**config.mk**
```make
export PLATFORM = sky130hd
export DESIGN_NAME = bbx_exec
export DESIGN_NICKNAME = d
export VERILOG_FILES = /design/src/rtl/bbx_pkg.sv /design/src/rtl/bbx_alu.sv /design/src/rtl/bbx_exec.sv
export SDC_FILE = /design/constraint.sdc
export NUM_CORES = 2
export LEC_CHECK = 0
export ABC_AREA = 1
export BUFFER_PORTS_ARGS = -buffer_cell sky130_fd_sc_hd__buf_2
export CORE_UTILIZATION = 66
export CTS_BUF_LIST = sky130_fd_sc_hd__clkbuf_8
export CTS_CLUSTER_SIZE = 40
export DETAILED_ROUTE_END_ITERATION = 12
export PLACE_DENSITY_LB_ADDON = 0.25
export SLEW_MARGIN = 20
export SYNTH_ARGS = -nofsm -noshare
export SYNTH_HDL_FRONTEND = slang
export SYNTH_SLANG_ARGS = --single-unit
```
**constraint.sdc**
```tcl
create_clock -name clk -period 4.7 [get_ports clk]
set_clock_uncertainty 0.1 [all_clocks]
set_input_delay 0.47 -clock clk [delete_from_list [all_inputs] [get_ports clk]]
set_output_delay 0.47 -clock clk [all_outputs]
set_load 0.03 [all_outputs]
```
**src/rtl/bbx_pkg.sv**
```systemverilog
// package: constants for the byte and bit operation execute unit
package bbx_pkg;
    localparam int DATA_W = 8;
    localparam int ADDR_W = 7;
    localparam int BIT_W = 3;
    localparam int OP_W = 3;
    localparam logic [2:0] OP_NONE = 3'h0;
    localparam logic [2:0] OP_ADD_REG = 3'h1;
    localparam logic [2:0] OP_AND_REG = 3'h2;
    localparam logic [2:0] OP_AND_LIT = 3'h3;
    localparam logic [2:0] OP_BIT_SET = 3'h4;
    localparam logic [2:0] OP_SKIP_CLR = 3'h5;
    localparam logic [2:0] OP_SKIP_SET = 3'h6;
    localparam logic [2:0] OP_WATCHDOG_CLR = 3'h7;
    localparam logic [7:0] W_RST = 8'h00;
    localparam logic [7:0] FILE_RST = 8'h00;
    localparam logic STAT_N_RST = 1'h1;
    localparam int NUM_CYC_SKIP = 2;
    typedef enum logic [1:0] {
        ST_EXEC = 2'b01,
        ST_NOP = 2'b10
    } bbx_state_t;
endpackage

```
**src/rtl/bbx_alu.sv**
```systemverilog
// module: combinational 8-bit add and and with flags
`timescale 1ns/100ps
module bbx_alu #(
    parameter int WIDTH = 8
) (
    input wire logic [WIDTH-1:0] a,
    input wire logic [WIDTH-1:0] b,
    input wire logic sel_and,
    output logic [WIDTH-1:0] res,
    output logic carry,
    output logic dcarry,
    output logic zero
);
    logic [WIDTH:0] sum;
    logic [4:0] low_sum;

    // sum wraps, zero is exact 8-bit compare
    always_comb begin
        sum = {1'b0, a} + {1'b0, b};
        low_sum = {1'b0, a[3:0]} + {1'b0, b[3:0]};
        res = sel_and ? (a & b) : sum[WIDTH-1:0];
        carry = sum[WIDTH];
        dcarry = low_sum[4];
        zero = (res == '0);
    end
endmodule

```
**src/rtl/bbx_exec.sv**
```systemverilog
// module: execute unit for add, and, bit set, bit skip and watchdog clear
//
// Contract
// - add-register sums working and file register, updates carry, digit carry, zero
// - destination bit zero writes working register, one writes file register
// - and-register ands working and file register, zero flag only
// - and-literal ands working register with literal into working register, zero only
// - bit-set forces selected bit to one, others kept, no flags
// - skip-if-clear discards next instruction when bit is zero, two cycles
// - skip-if-set discards next instruction when bit is one, two cycles
// - bit test and bit set never touch status flags
// - watchdog clear pulses watchdog_clear output for one cycle
// - watchdog clear sets timeout and power-down flags to one
// - read-modify-write on port register uses pin levels, not latch
`timescale 1ns/100ps
module bbx_exec #(
    parameter int NUM_FILE = 128
) (
    input wire logic clk,
    input wire logic nrst,
    input wire logic op_valid,
    input wire logic [2:0] op_code,
    input wire logic [6:0] file_addr,
    input wire logic dest_sel,
    input wire logic [2:0] bit_sel,
    input wire logic [7:0] literal,
    input wire logic [6:0] port_addr,
    input wire logic [7:0] port_pins,
    input wire logic timeout_evt,
    input wire logic sleep_evt,
    output logic busy,
    output logic skip_nop,
    output logic [7:0] w_reg,
    output logic carry_flag,
    output logic digit_carry_flag,
    output logic zero_flag,
    output logic timeout_flag_n,
    output logic powerdown_flag_n,
    output logic watchdog_clear,
    output logic port_wr,
    output logic [7:0] port_wr_data
);
    logic [7:0] file_q [NUM_FILE];
    logic [7:0] file_d [NUM_FILE];
    logic [7:0] w_q, w_d;
    logic c_q, c_d, dcy_q, dcy_d, z_q, z_d;
    logic tmo_n_q, tmo_n_d, pwdn_n_q, pwdn_n_d;
    logic wdc_q, wdc_d, pwr_q, pwr_d, skipn_q, skipn_d;
    logic [7:0] pwd_q, pwd_d;
    bbx_pkg::bbx_state_t st_q, st_d;
    logic [7:0] f_val, alu_b, alu_res, res, f_wr_val;
    logic alu_c, alu_dcy, alu_z, f_wr, is_port, tbit, accept;

    // port register reads its pins on read-modify-write
    always_comb begin
        is_port = (file_addr == port_addr);
        f_val = is_port ? port_pins : file_q[file_addr];
        alu_b = (op_code == bbx_pkg::OP_AND_LIT) ? literal : f_val;
        tbit = f_val[bit_sel];
    end

    bbx_alu #(
        .WIDTH(bbx_pkg::DATA_W)
    ) u_alu (
        .a(w_q),
        .b(alu_b),
        .sel_and(op_code != bbx_pkg::OP_ADD_REG),
        .res(alu_res),
        .carry(alu_c),
        .dcarry(alu_dcy),
        .zero(alu_z)
    );

    // operation decode and next state
    always_comb begin
        w_d = w_q;
        c_d = c_q;
        dcy_d = dcy_q;
        z_d = z_q;
        tmo_n_d = tmo_n_q;
        pwdn_n_d = pwdn_n_q;
        wdc_d = 1'b0;
        pwr_d = 1'b0;
        pwd_d = pwd_q;
        skipn_d = 1'b0;
        st_d = st_q;
        f_wr = 1'b0;
        f_wr_val = f_val;
        res = alu_res;
        accept = op_valid && (st_q == bbx_pkg::ST_EXEC);
        // external watchdog events; instruction below overrides
        if (timeout_evt) begin
            tmo_n_d = 1'b0;
        end
        if (sleep_evt) begin
            pwdn_n_d = 1'b0;
        end
        case (st_q)
            bbx_pkg::ST_NOP: begin
                st_d = bbx_pkg::ST_EXEC; // discarded slot runs as nop
            end
            default: begin
                st_d = bbx_pkg::ST_EXEC;
            end
        endcase
        if (accept) begin
            case (op_code)
                bbx_pkg::OP_ADD_REG: begin
                    c_d = alu_c;
                    dcy_d = alu_dcy;
                    z_d = alu_z;
                end
                bbx_pkg::OP_AND_REG: begin
                    z_d = alu_z;
                end
                bbx_pkg::OP_AND_LIT: begin
                    w_d = alu_res;
                    z_d = alu_z;
                end
                bbx_pkg::OP_BIT_SET: begin
                    res = f_val | (8'h01 << bit_sel);
                    f_wr = 1'b1;
                    f_wr_val = res;
                end
                bbx_pkg::OP_SKIP_CLR: begin
                    if (!tbit) begin
                        st_d = bbx_pkg::ST_NOP;
                        skipn_d = 1'b1;
                    end
                end
                bbx_pkg::OP_SKIP_SET: begin
                    if (tbit) begin
                        st_d = bbx_pkg::ST_NOP;
                        skipn_d = 1'b1;
                    end
                end
                bbx_pkg::OP_WATCHDOG_CLR: begin
                    wdc_d = 1'b1;
                    tmo_n_d = 1'b1;
                    pwdn_n_d = 1'b1;
                end
                default: begin
                end
            endcase
            // destination select for register-operand ops
            if (op_code == bbx_pkg::OP_ADD_REG || op_code == bbx_pkg::OP_AND_REG) begin
                if (dest_sel) begin
                    f_wr = 1'b1;
                    f_wr_val = alu_res;
                end else begin
                    w_d = alu_res;
                end
            end
        end
        if (f_wr && is_port) begin
            pwr_d = 1'b1;
            pwd_d = f_wr_val;
        end
    end

    // file register next values, one per entry
    for (genvar i = 0; i < NUM_FILE; i++) begin : g_file
        always_comb begin
            file_d[i] = file_q[i];
            if (f_wr && (file_addr == 7'(i))) begin
                file_d[i] = f_wr_val;
            end
        end
    end

    always_ff @(posedge clk or negedge nrst) begin
        if (!nrst) begin
            for (int i = 0; i < NUM_FILE; i++) begin
                file_q[i] <= bbx_pkg::FILE_RST;
            end
        end else begin
            for (int i = 0; i < NUM_FILE; i++) begin
                file_q[i] <= file_d[i];
            end
        end
    end

    // working register, flags, strobes, state
    always_ff @(posedge clk or negedge nrst) begin
        if (!nrst) begin
            w_q <= bbx_pkg::W_RST;
            c_q <= 1'b0;
            dcy_q <= 1'b0;
            z_q <= 1'b0;
            tmo_n_q <= bbx_pkg::STAT_N_RST;
            pwdn_n_q <= bbx_pkg::STAT_N_RST;
            wdc_q <= 1'b0;
            pwr_q <= 1'b0;
            pwd_q <= 8'h00;
            skipn_q <= 1'b0;
            st_q <= bbx_pkg::ST_EXEC;
        end else begin
            w_q <= w_d;
            c_q <= c_d;
            dcy_q <= dcy_d;
            z_q <= z_d;
            tmo_n_q <= tmo_n_d;
            pwdn_n_q <= pwdn_n_d;
            wdc_q <= wdc_d;
            pwr_q <= pwr_d;
            pwd_q <= pwd_d;
            skipn_q <= skipn_d;
            st_q <= st_d;
        end
    end

    // outputs straight from flops, busy decoded from st_q
    assign w_reg = w_q;
    assign carry_flag = c_q;
    assign digit_carry_flag = dcy_q;
    assign zero_flag = z_q;
    assign timeout_flag_n = tmo_n_q;
    assign powerdown_flag_n = pwdn_n_q;
    assign watchdog_clear = wdc_q;
    assign port_wr = pwr_q;
    assign port_wr_data = pwd_q;
    assign skip_nop = skipn_q;
    assign busy = (st_q == bbx_pkg::ST_NOP);

    a_add_sum: assert property (@(posedge clk) disable iff (!nrst)
        (op_valid && !busy && op_code == bbx_pkg::OP_ADD_REG && !dest_sel && !is_port)
        |=> (w_reg == 8'($past(w_q) + $past(file_q[file_addr]))))
        else $error("add result wrong");
    a_add_zero: assert property (@(posedge clk) disable iff (!nrst)
        (op_valid && !busy && op_code == bbx_pkg::OP_ADD_REG)
        |=> (zero_flag == (8'($past(w_q) + $past(f_val)) == 8'h00)))
        else $error("zero flag wrong");
    a_dest_file: assert property (@(posedge clk) disable iff (!nrst)
        (op_valid && !busy && op_code == bbx_pkg::OP_AND_REG && dest_sel)
        |=> $stable(w_reg))
        else $error("destination file changed w");
    a_andlit_res: assert property (@(posedge clk) disable iff (!nrst)
        (op_valid && !busy && op_code == bbx_pkg::OP_AND_LIT)
        |=> (w_reg == ($past(w_q) & $past(literal))) && $stable(carry_flag))
        else $error("and literal wrong");
    a_and_flags: assert property (@(posedge clk) disable iff (!nrst)
        (op_valid && !busy && op_code == bbx_pkg::OP_AND_REG)
        |=> $stable(carry_flag) && $stable(digit_carry_flag))
        else $error("and touched carry");
    a_bitop_flags: assert property (@(posedge clk) disable iff (!nrst)
        (op_valid && !busy && (op_code == bbx_pkg::OP_BIT_SET
        || op_code == bbx_pkg::OP_SKIP_CLR || op_code == bbx_pkg::OP_SKIP_SET))
        |=> $stable(zero_flag) && $stable(carry_flag) && $stable(digit_carry_flag))
        else $error("bit op touched flags");
    a_skip_clr: assert property (@(posedge clk) disable iff (!nrst)
        (op_valid && !busy && op_code == bbx_pkg::OP_SKIP_CLR && !tbit)
        |=> skip_nop && busy ##1 !busy)
        else $error("skip if clear wrong");
    a_skip_set: assert property (@(posedge clk) disable iff (!nrst)
        (op_valid && !busy && op_code == bbx_pkg::OP_SKIP_SET)
        |=> (busy == $past(tbit)))
        else $error("skip if set wrong");
    a_watchdog_clear: assert property (@(posedge clk) disable iff (!nrst)
        (op_valid && !busy && op_code == bbx_pkg::OP_WATCHDOG_CLR)
        |=> watchdog_clear && timeout_flag_n && powerdown_flag_n
        ##1 (!watchdog_clear || $past(accept && op_code == bbx_pkg::OP_WATCHDOG_CLR)))
        else $error("watchdog clear wrong");
    a_watchdog_flags: assert property (@(posedge clk) disable iff (!nrst)
        (op_valid && !busy && op_code == bbx_pkg::OP_WATCHDOG_CLR)
        |=> timeout_flag_n && powerdown_flag_n)
        else $error("status flags not set");
endmodule

```
Yosys cells after proc, flatten, opt, wreduce, memory -nomap -nowiden
Cells that the tools add are included.
{"block": "word_totals", "latchBits": 0, "romBits": 0, "mem_count": 0, "wordCells": 457, "regBits": 1050, "ram_bits": 0}
{"block": "classes", "n_lt_le_gt_ge": 2, "addsub": 2, "div_mod_pow": 0, "bitwise_logic": 3, "eq_ne": 138, "reduce_logical": 136, "mux": 36, "shifts": 1, "mul": 0}
{"cell": "$eq 7x7->1 const B", "n": 64}
{"cell": "$eq 7x6->1 const B", "n": 32}
{"cell": "$logic_and 1x1->1", "n": 130}
{"cell": "$eq 7x5->1 const B", "n": 16}
{"cell": "$mux 8", "n": 12}
{"cell": "$bmux 8 s7", "n": 1}
{"cell": "$eq 7x4->1 const B", "n": 8}
{"cell": "$eq 7x3->1 const B", "n": 4}
{"cell": "$mux 1", "n": 17}
{"cell": "$eq 7x2->1 const B", "n": 2}
{"cell": "$eq 3x3->1 const B", "n": 4}
{"cell": "$add 8x8->9", "n": 1}
{"cell": "$and 8x8->8", "n": 1}
{"cell": "$ge 8x8->1 const B", "n": 1}
{"cell": "$logic_not 8->1", "n": 1}
{"cell": "$not 7->8", "n": 1}
{"cell": "$or 8x8->8", "n": 1}
{"cell": "$shl 1x3->8 const A", "n": 1}
{"cell": "$eq 7x1->1 const B", "n": 1}
{"cell": "$eq 7x7->1", "n": 1}
{"cell": "$logic_not 7->1", "n": 1}
{"cell": "$eq 3x2->1 const B", "n": 2}
{"cell": "$mux 2", "n": 3}
{"cell": "$add 4x4->5", "n": 1}
{"cell": "other kinds (11)", "n": 12}

Longest topological paths before layout
{"block": "logic_depth", "depth_word": 11, "depth_mapped": 34}

Modules after synthesis
From an unflattened synthesis, not the netlist that was laid out.
{"block": "unflattened", "hier_cells": 6139, "hier_area_um2": 48211.2}
{"module": "bbx_exec", "instances": 1, "cells_each": 6028, "seq_area_each_um2": 26253.9, "area_each_um2": 47633.2}
{"module": "bbx_alu", "instances": 1, "cells_each": 111, "seq_area_each_um2": 0.0, "area_each_um2": 578.1}

Worst setup path after synthesis
No wires, ideal clock.
{"block": "synth_path", "path_type": "in2reg", "start": "input file_addr[1]", "end": "register file_q[759] (netlist name)", "setup_slack_ns": 0.493, "stages": 31, "setup_time_ns": 0.119, "n_path_buf": 5, "arrival_ns": 3.989, "t_required_ns": 4.481, "path_cell_list": "buf_4 -> inv_4 -> nor2_4 -> buf_2 -> buf_1 -> nand2_1 -> nand4_1 -> nand2_1 -> nand2_1 -> o21ai_0 -> nand3_1 -> nand3_1 -> nand2_1 -> inv_1 -> a21oi_1 -> ha_1 -> a21oi_1 -> nand2_1 -> nand2_1 -> nand2_1 -> a21oi_1 -> o21ai_0 -> a21oi_1 -> xnor2_1 -> o21ai_0 -> nand2_1 -> nand2_2 -> buf_6 -> buf_6 -> nand2_1 -> o21a_1"}
{"block": "synth_via", "elab_chain_cells": 11}
{"element": "start: declaration", "line_no": "bbx_exec.sv:23", "rtl": "input wire logic [6:0] file_addr,"}
{"element": "$not 7->8 (implied by the code)", "line_no": "bbx_exec.sv:57", "rtl": "f_val = is_port ? port_pins : file_q[file_addr];"}
{"element": "$bmux 8 s7", "line_no": "bbx_exec.sv:57"}
{"element": "$mux 8 (implied by the code) (2 in series)", "line_no": "bbx_exec.sv:57"}
{"element": "$mux 8", "line_no": "bbx_exec.sv:57"}
{"element": "$mux 8", "line_no": "bbx_exec.sv:58", "rtl": "alu_b = (op_code == bbx_pkg::OP_AND_LIT) ? literal : f_val;"}
{"element": "$add 8x8->9 / $and 8x8->8 (equally long branches)", "line_no": "bbx_alu.sv:19, bbx_alu.sv:21"}
{"element": "$mux 8", "line_no": "bbx_alu.sv:21", "rtl": "res = sel_and ? (a & b) : sum[WIDTH-1:0];"}
{"element": "$mux 8", "line_no": "bbx_exec.sv:147", "rtl": "if (dest_sel) begin"}
{"element": "$mux 8", "line_no": "bbx_exec.sv:146", "rtl": "if (op_code == bbx_pkg::OP_ADD_REG || op_code == bbx_pkg::OP_AND_REG) begin"}
{"element": "$mux 8", "line_no": "bbx_exec.sv:106", "rtl": "if (accept) begin"}
{"element": "end signal: indexed assignment", "line_no": "bbx_exec.sv:174", "rtl": "file_q[i] <= bbx_pkg::FILE_RST;"}
{"element": "end signal: indexed assignment", "line_no": "bbx_exec.sv:178", "rtl": "file_q[i] <= file_d[i];"}
{"element": "end: declaration", "line_no": "bbx_exec.sv:43", "rtl": "logic [7:0] file_q [NUM_FILE];"}
Several ways; a longest one is shown, not always the timed one. The select of a mux whose other input is x is not followed.
A chain may end at the register's enable or synchronous reset.

Worst setup path in the final report
{"block": "layout_path", "start": "register file_q[314] (netlist name)", "end": "register file_q[183] (netlist name)"}
{"block": "layout_via", "elab_chain_cells": 10}
{"element": "$bmux 8 s7", "line_no": "bbx_exec.sv:57"}
{"element": "$mux 8 (implied by the code) (2 in series)", "line_no": "bbx_exec.sv:57"}
{"element": "$mux 8", "line_no": "bbx_exec.sv:57"}
{"element": "$mux 8", "line_no": "bbx_exec.sv:58"}
{"element": "$add 8x8->9", "line_no": "bbx_alu.sv:19", "rtl": "sum = {1'b0, a} + {1'b0, b};"}
{"element": "$mux 8", "line_no": "bbx_alu.sv:21"}
{"element": "$mux 8", "line_no": "bbx_exec.sv:147"}
{"element": "$mux 8", "line_no": "bbx_exec.sv:146"}
{"element": "$mux 8", "line_no": "bbx_exec.sv:106"}
Every way passes these cells. The select of a mux whose other input is x is not followed.

==> results_dict.tcl <==
set metrics [dict create \
    ios 67 \
    p_switching_mw 5.09 \
    rsz0062_at_grt "false" \
    vias_per_cell 6.13 \
    status "finished, final reports clean" \
    finalWirelength_mm 154 \
    endpoint "file_q[183]$_DFFE_PN0P_" \
    slew_violations 0 \
    synthesis.area_um2 48300 \
    maxCapViolCount 0 \
    die_w_um 272 \
    cts.sinks 1049 \
    max_slew.worst_pin.slew_ns 1.24 \
    cts.clk_slew.worst_paths_ns 0.07 \
    avgSynthCellArea_um2 7.78 \
    period_share 0.936 \
    finalInstanceArea_um2 55500 \
    chipHeight_um 272 \
    synth_most_common_cell "nand2_1" \
    synth_fp_nets 6261 \
    dr.pass1.iters 8 \
    grt_pass1_wl_mm 244 \
    synth_top_area_frac 0.542 \
    final.min_clock_period_ns 4.40 \
    synth_flop_cell "dfrtp_1" \
    cp.arrival_ns 5.02 \
    synth_warnings 0 \
    synthMuxAreaShare 0.000207 \
    grt_max_degree 114 \
    highest_layer "met5" \
    yosysUniqueCellTypes 39 \
    drive_above_1_share 0.103 \
    hp-class "in -> reg" \
    nets 6498 \
    dieArea_um2 74200 \
    place_hpwl_mm 102 \
    timing.rr.start "file_q[314]$_DFFE_PN0P_" \
    largest_reg_flops 1024 \
    cts_root_buffer "clkbuf_8" \
    cp.required_ns 5.32 \
    synth-edff-count 0 \
    hold_violations 0 \
    ys_async_sr_fraction 1.00 \
    drtIter0Drc 6265 \
    dp_slack_ns -0.310 \
    synthCells 6210 \
    r2r_end "file_q[183]$_DFFE_PN0P_" \
    numCtsBuffers 169 \
    htreeDepth 4 \
    power.share.clock 0.410 \
    route.detailed.drc 0 \
    end_kind "flop" \
    rr_worst_depth 27 \
    initial_core_util 0.671 \
    crit_start "file_q[314]$_DFFE_PN0P_" \
    pwr-share-comb 0.098 \
    yosys.area.top_type "dfrtp_1" \
    antenna_found_initial 3 \
    drt-met1-wl_mm 58.0 \
    area_growth_pct 14.9 \
    grt_pass1_vias 44300 \
    p_per_area_nw_per_um2 342 \
    fp-row-count 98 \
    max_freq_ghz 0.227 \
    setup_ws_ns 0.302 \
    r2r_slack_ns 0.30 \
    routedWlPerCell_um 20.5 \
    slew_headroom 0.172 \
    setup_viol 0 \
    synth_top_family_by_area "simple AND/OR/NAND/NOR gates" \
    grt_overflow_total 0 \
    synth-adder-area-share 0.00249 \
    cp_max_fo 40 \
    place.gp.congestion 1.01 \
    critPathMaxStageDelay_ns 0.40 \
    p_total_mw 19.0 \
    cts_tree "built" \
    crit_type "reg -> reg" \
    insertion_delay_ns 0.84 \
    intPower_mw 13.9 \
    ys_seq_area_frac 0.544 \
    wl_met3_mm 20.1 \
    antenna_left 0 \
    num_vias 46100 \
    placed_cell_area_um2 52000 \
    synthSimpleGateAreaFrac 0.280 \
    yosys-top-cells-count "nand2_1, dfrtp_1, o21ai_0, nor2_1, nand3_1" \
    core_area_um2 72000 \
    slowest_stage "dfrtp_1" \
    clock_path_buffers 3 \
    synth_xor_area_frac 0.00163 \
    start_kind "flop" \
    met2_length_mm 67.4 \
    irDropWorstVdd_uv 305 \
    crit_top_cell "nand2_1" \
    synthTopCellsByArea "dfrtp_1, nand2_1, o21ai_0" \
    ys_seq_elements 1049 \
    swShare 0.269 \
    grt_usage 0.423 \
    synth_compound_area_frac 0.132 \
    portBuffers 66 \
    seqPwrFrac 0.492 \
    p_leak_nw 26.9 \
]
[layout by cell type (no fill, tap or decap), types with 74 or more instances in the layout]
cell	netlist	final
nor2_1	220	208
o21ai_0	971	970
nand4_1	74	74
nand2_1	2958	2958
dfrtp_1	1046	1046
o21ai_1	117	112
inv_1	89	153
nand3_1	197	196
buf_12	0	90
buf_4	21	243
clkbuf_8	0	209
[cell families after synthesis]
family / count (synthesis)
fa+ha+maj: 9
xor+xnor: 9
buf+inv: 441
flops: 1049
compound gates: 1234
simple gates: 3467
mux: 1
[power by group through the flow]
stage | clock network, mW | logic (mW) | registers, mW
global route | 8.21 | 1.97 | 9.34
detailed placement | 0 | 1.79 | 9.49
CTS | 7.78 | 1.81 | 9.33
finish | 7.77 | 1.86 | 9.33
floorplan | 0 | 0.767 | 9.51
global placement | 0 | 1.77 | 9.48
[how the worst min path moves through the flow]
stage	start	end	slack, ns	cells past startpoint
floorplan	nrst	carry_flag$_DFFE_PN0P_	0.07	0
detailed placement	port_wr_data[2]$_DFFE_PN0P_	port_wr_data[2]$_DFFE_PN0P_	0.37	2
CTS	bit_sel[2]	skip_nop$_DFF_PN0_	0.07	6
global placement	port_wr_data[4]$_DFFE_PN0P_	port_wr_data[4]$_DFFE_PN0P_	0.36	2
finish	bit_sel[2]	skip_nop$_DFF_PN0_	0.11	6
global route	bit_sel[2]	skip_nop$_DFF_PN0_	0.14	6
[layer usage]
metal,up-vias,GRT usage
li1,20600,-
met4,2,0.226
met5,-,0
met3,679,0.115
met2,3075,0.630
met1,21700,0.568
[worst max-delay path: cells and delay by family (launching register included)]
| kind | cells | cell delay (ns) |
|---|---|---|
| AND/OR/NAND/NOR | 13 | 1.43 |
| AO/OA/AOI/OAI | 9 | 1.39 |
| buffers and inverters | 3 | 0.45 |
| flip-flops | 1 | 0.40 |
| adder cells (fa/ha/maj) | 1 | 0.35 |
| XOR/XNOR | 1 | 0.13 |
[area by class of cell]
type                    count  area, µm²
diodes                      7       17.5
clock buffers             208       2860
clock inverters            90        448
fillers                  5082      16500
inverters                 101        395
multi-input cells        4720      20200
flip-flops and latches   1049      26300
well taps                 950       1190
repair buffers            406       4050
[through the flow]
stage | std cells | utilization | TNS [ns] | hold WS, ns
3_3_place_gp | 7218 | 0.723 | -73.70 | 0.362
6_report | 7531 | 0.771 | 0 | 0.109
4_1_cts | 7524 | 0.770 | 0 | 0.0654
3_5_place_dp | 7218 | 0.723 | -95.20 | 0.369
2_1_floorplan | 6210 | - | 0 | 0.0744
5_1_grt | 7525 | 0.770 | 0 | 0.143
[repair_timing]
action,4_1_cts,5_1_grt
setup buffers,0,0
hold buffers,8,0
resized for setup,0,4
setup endpoints to repair,0,136
hold endpoints to repair,100,0
Power figures use the tool's default switching activity.
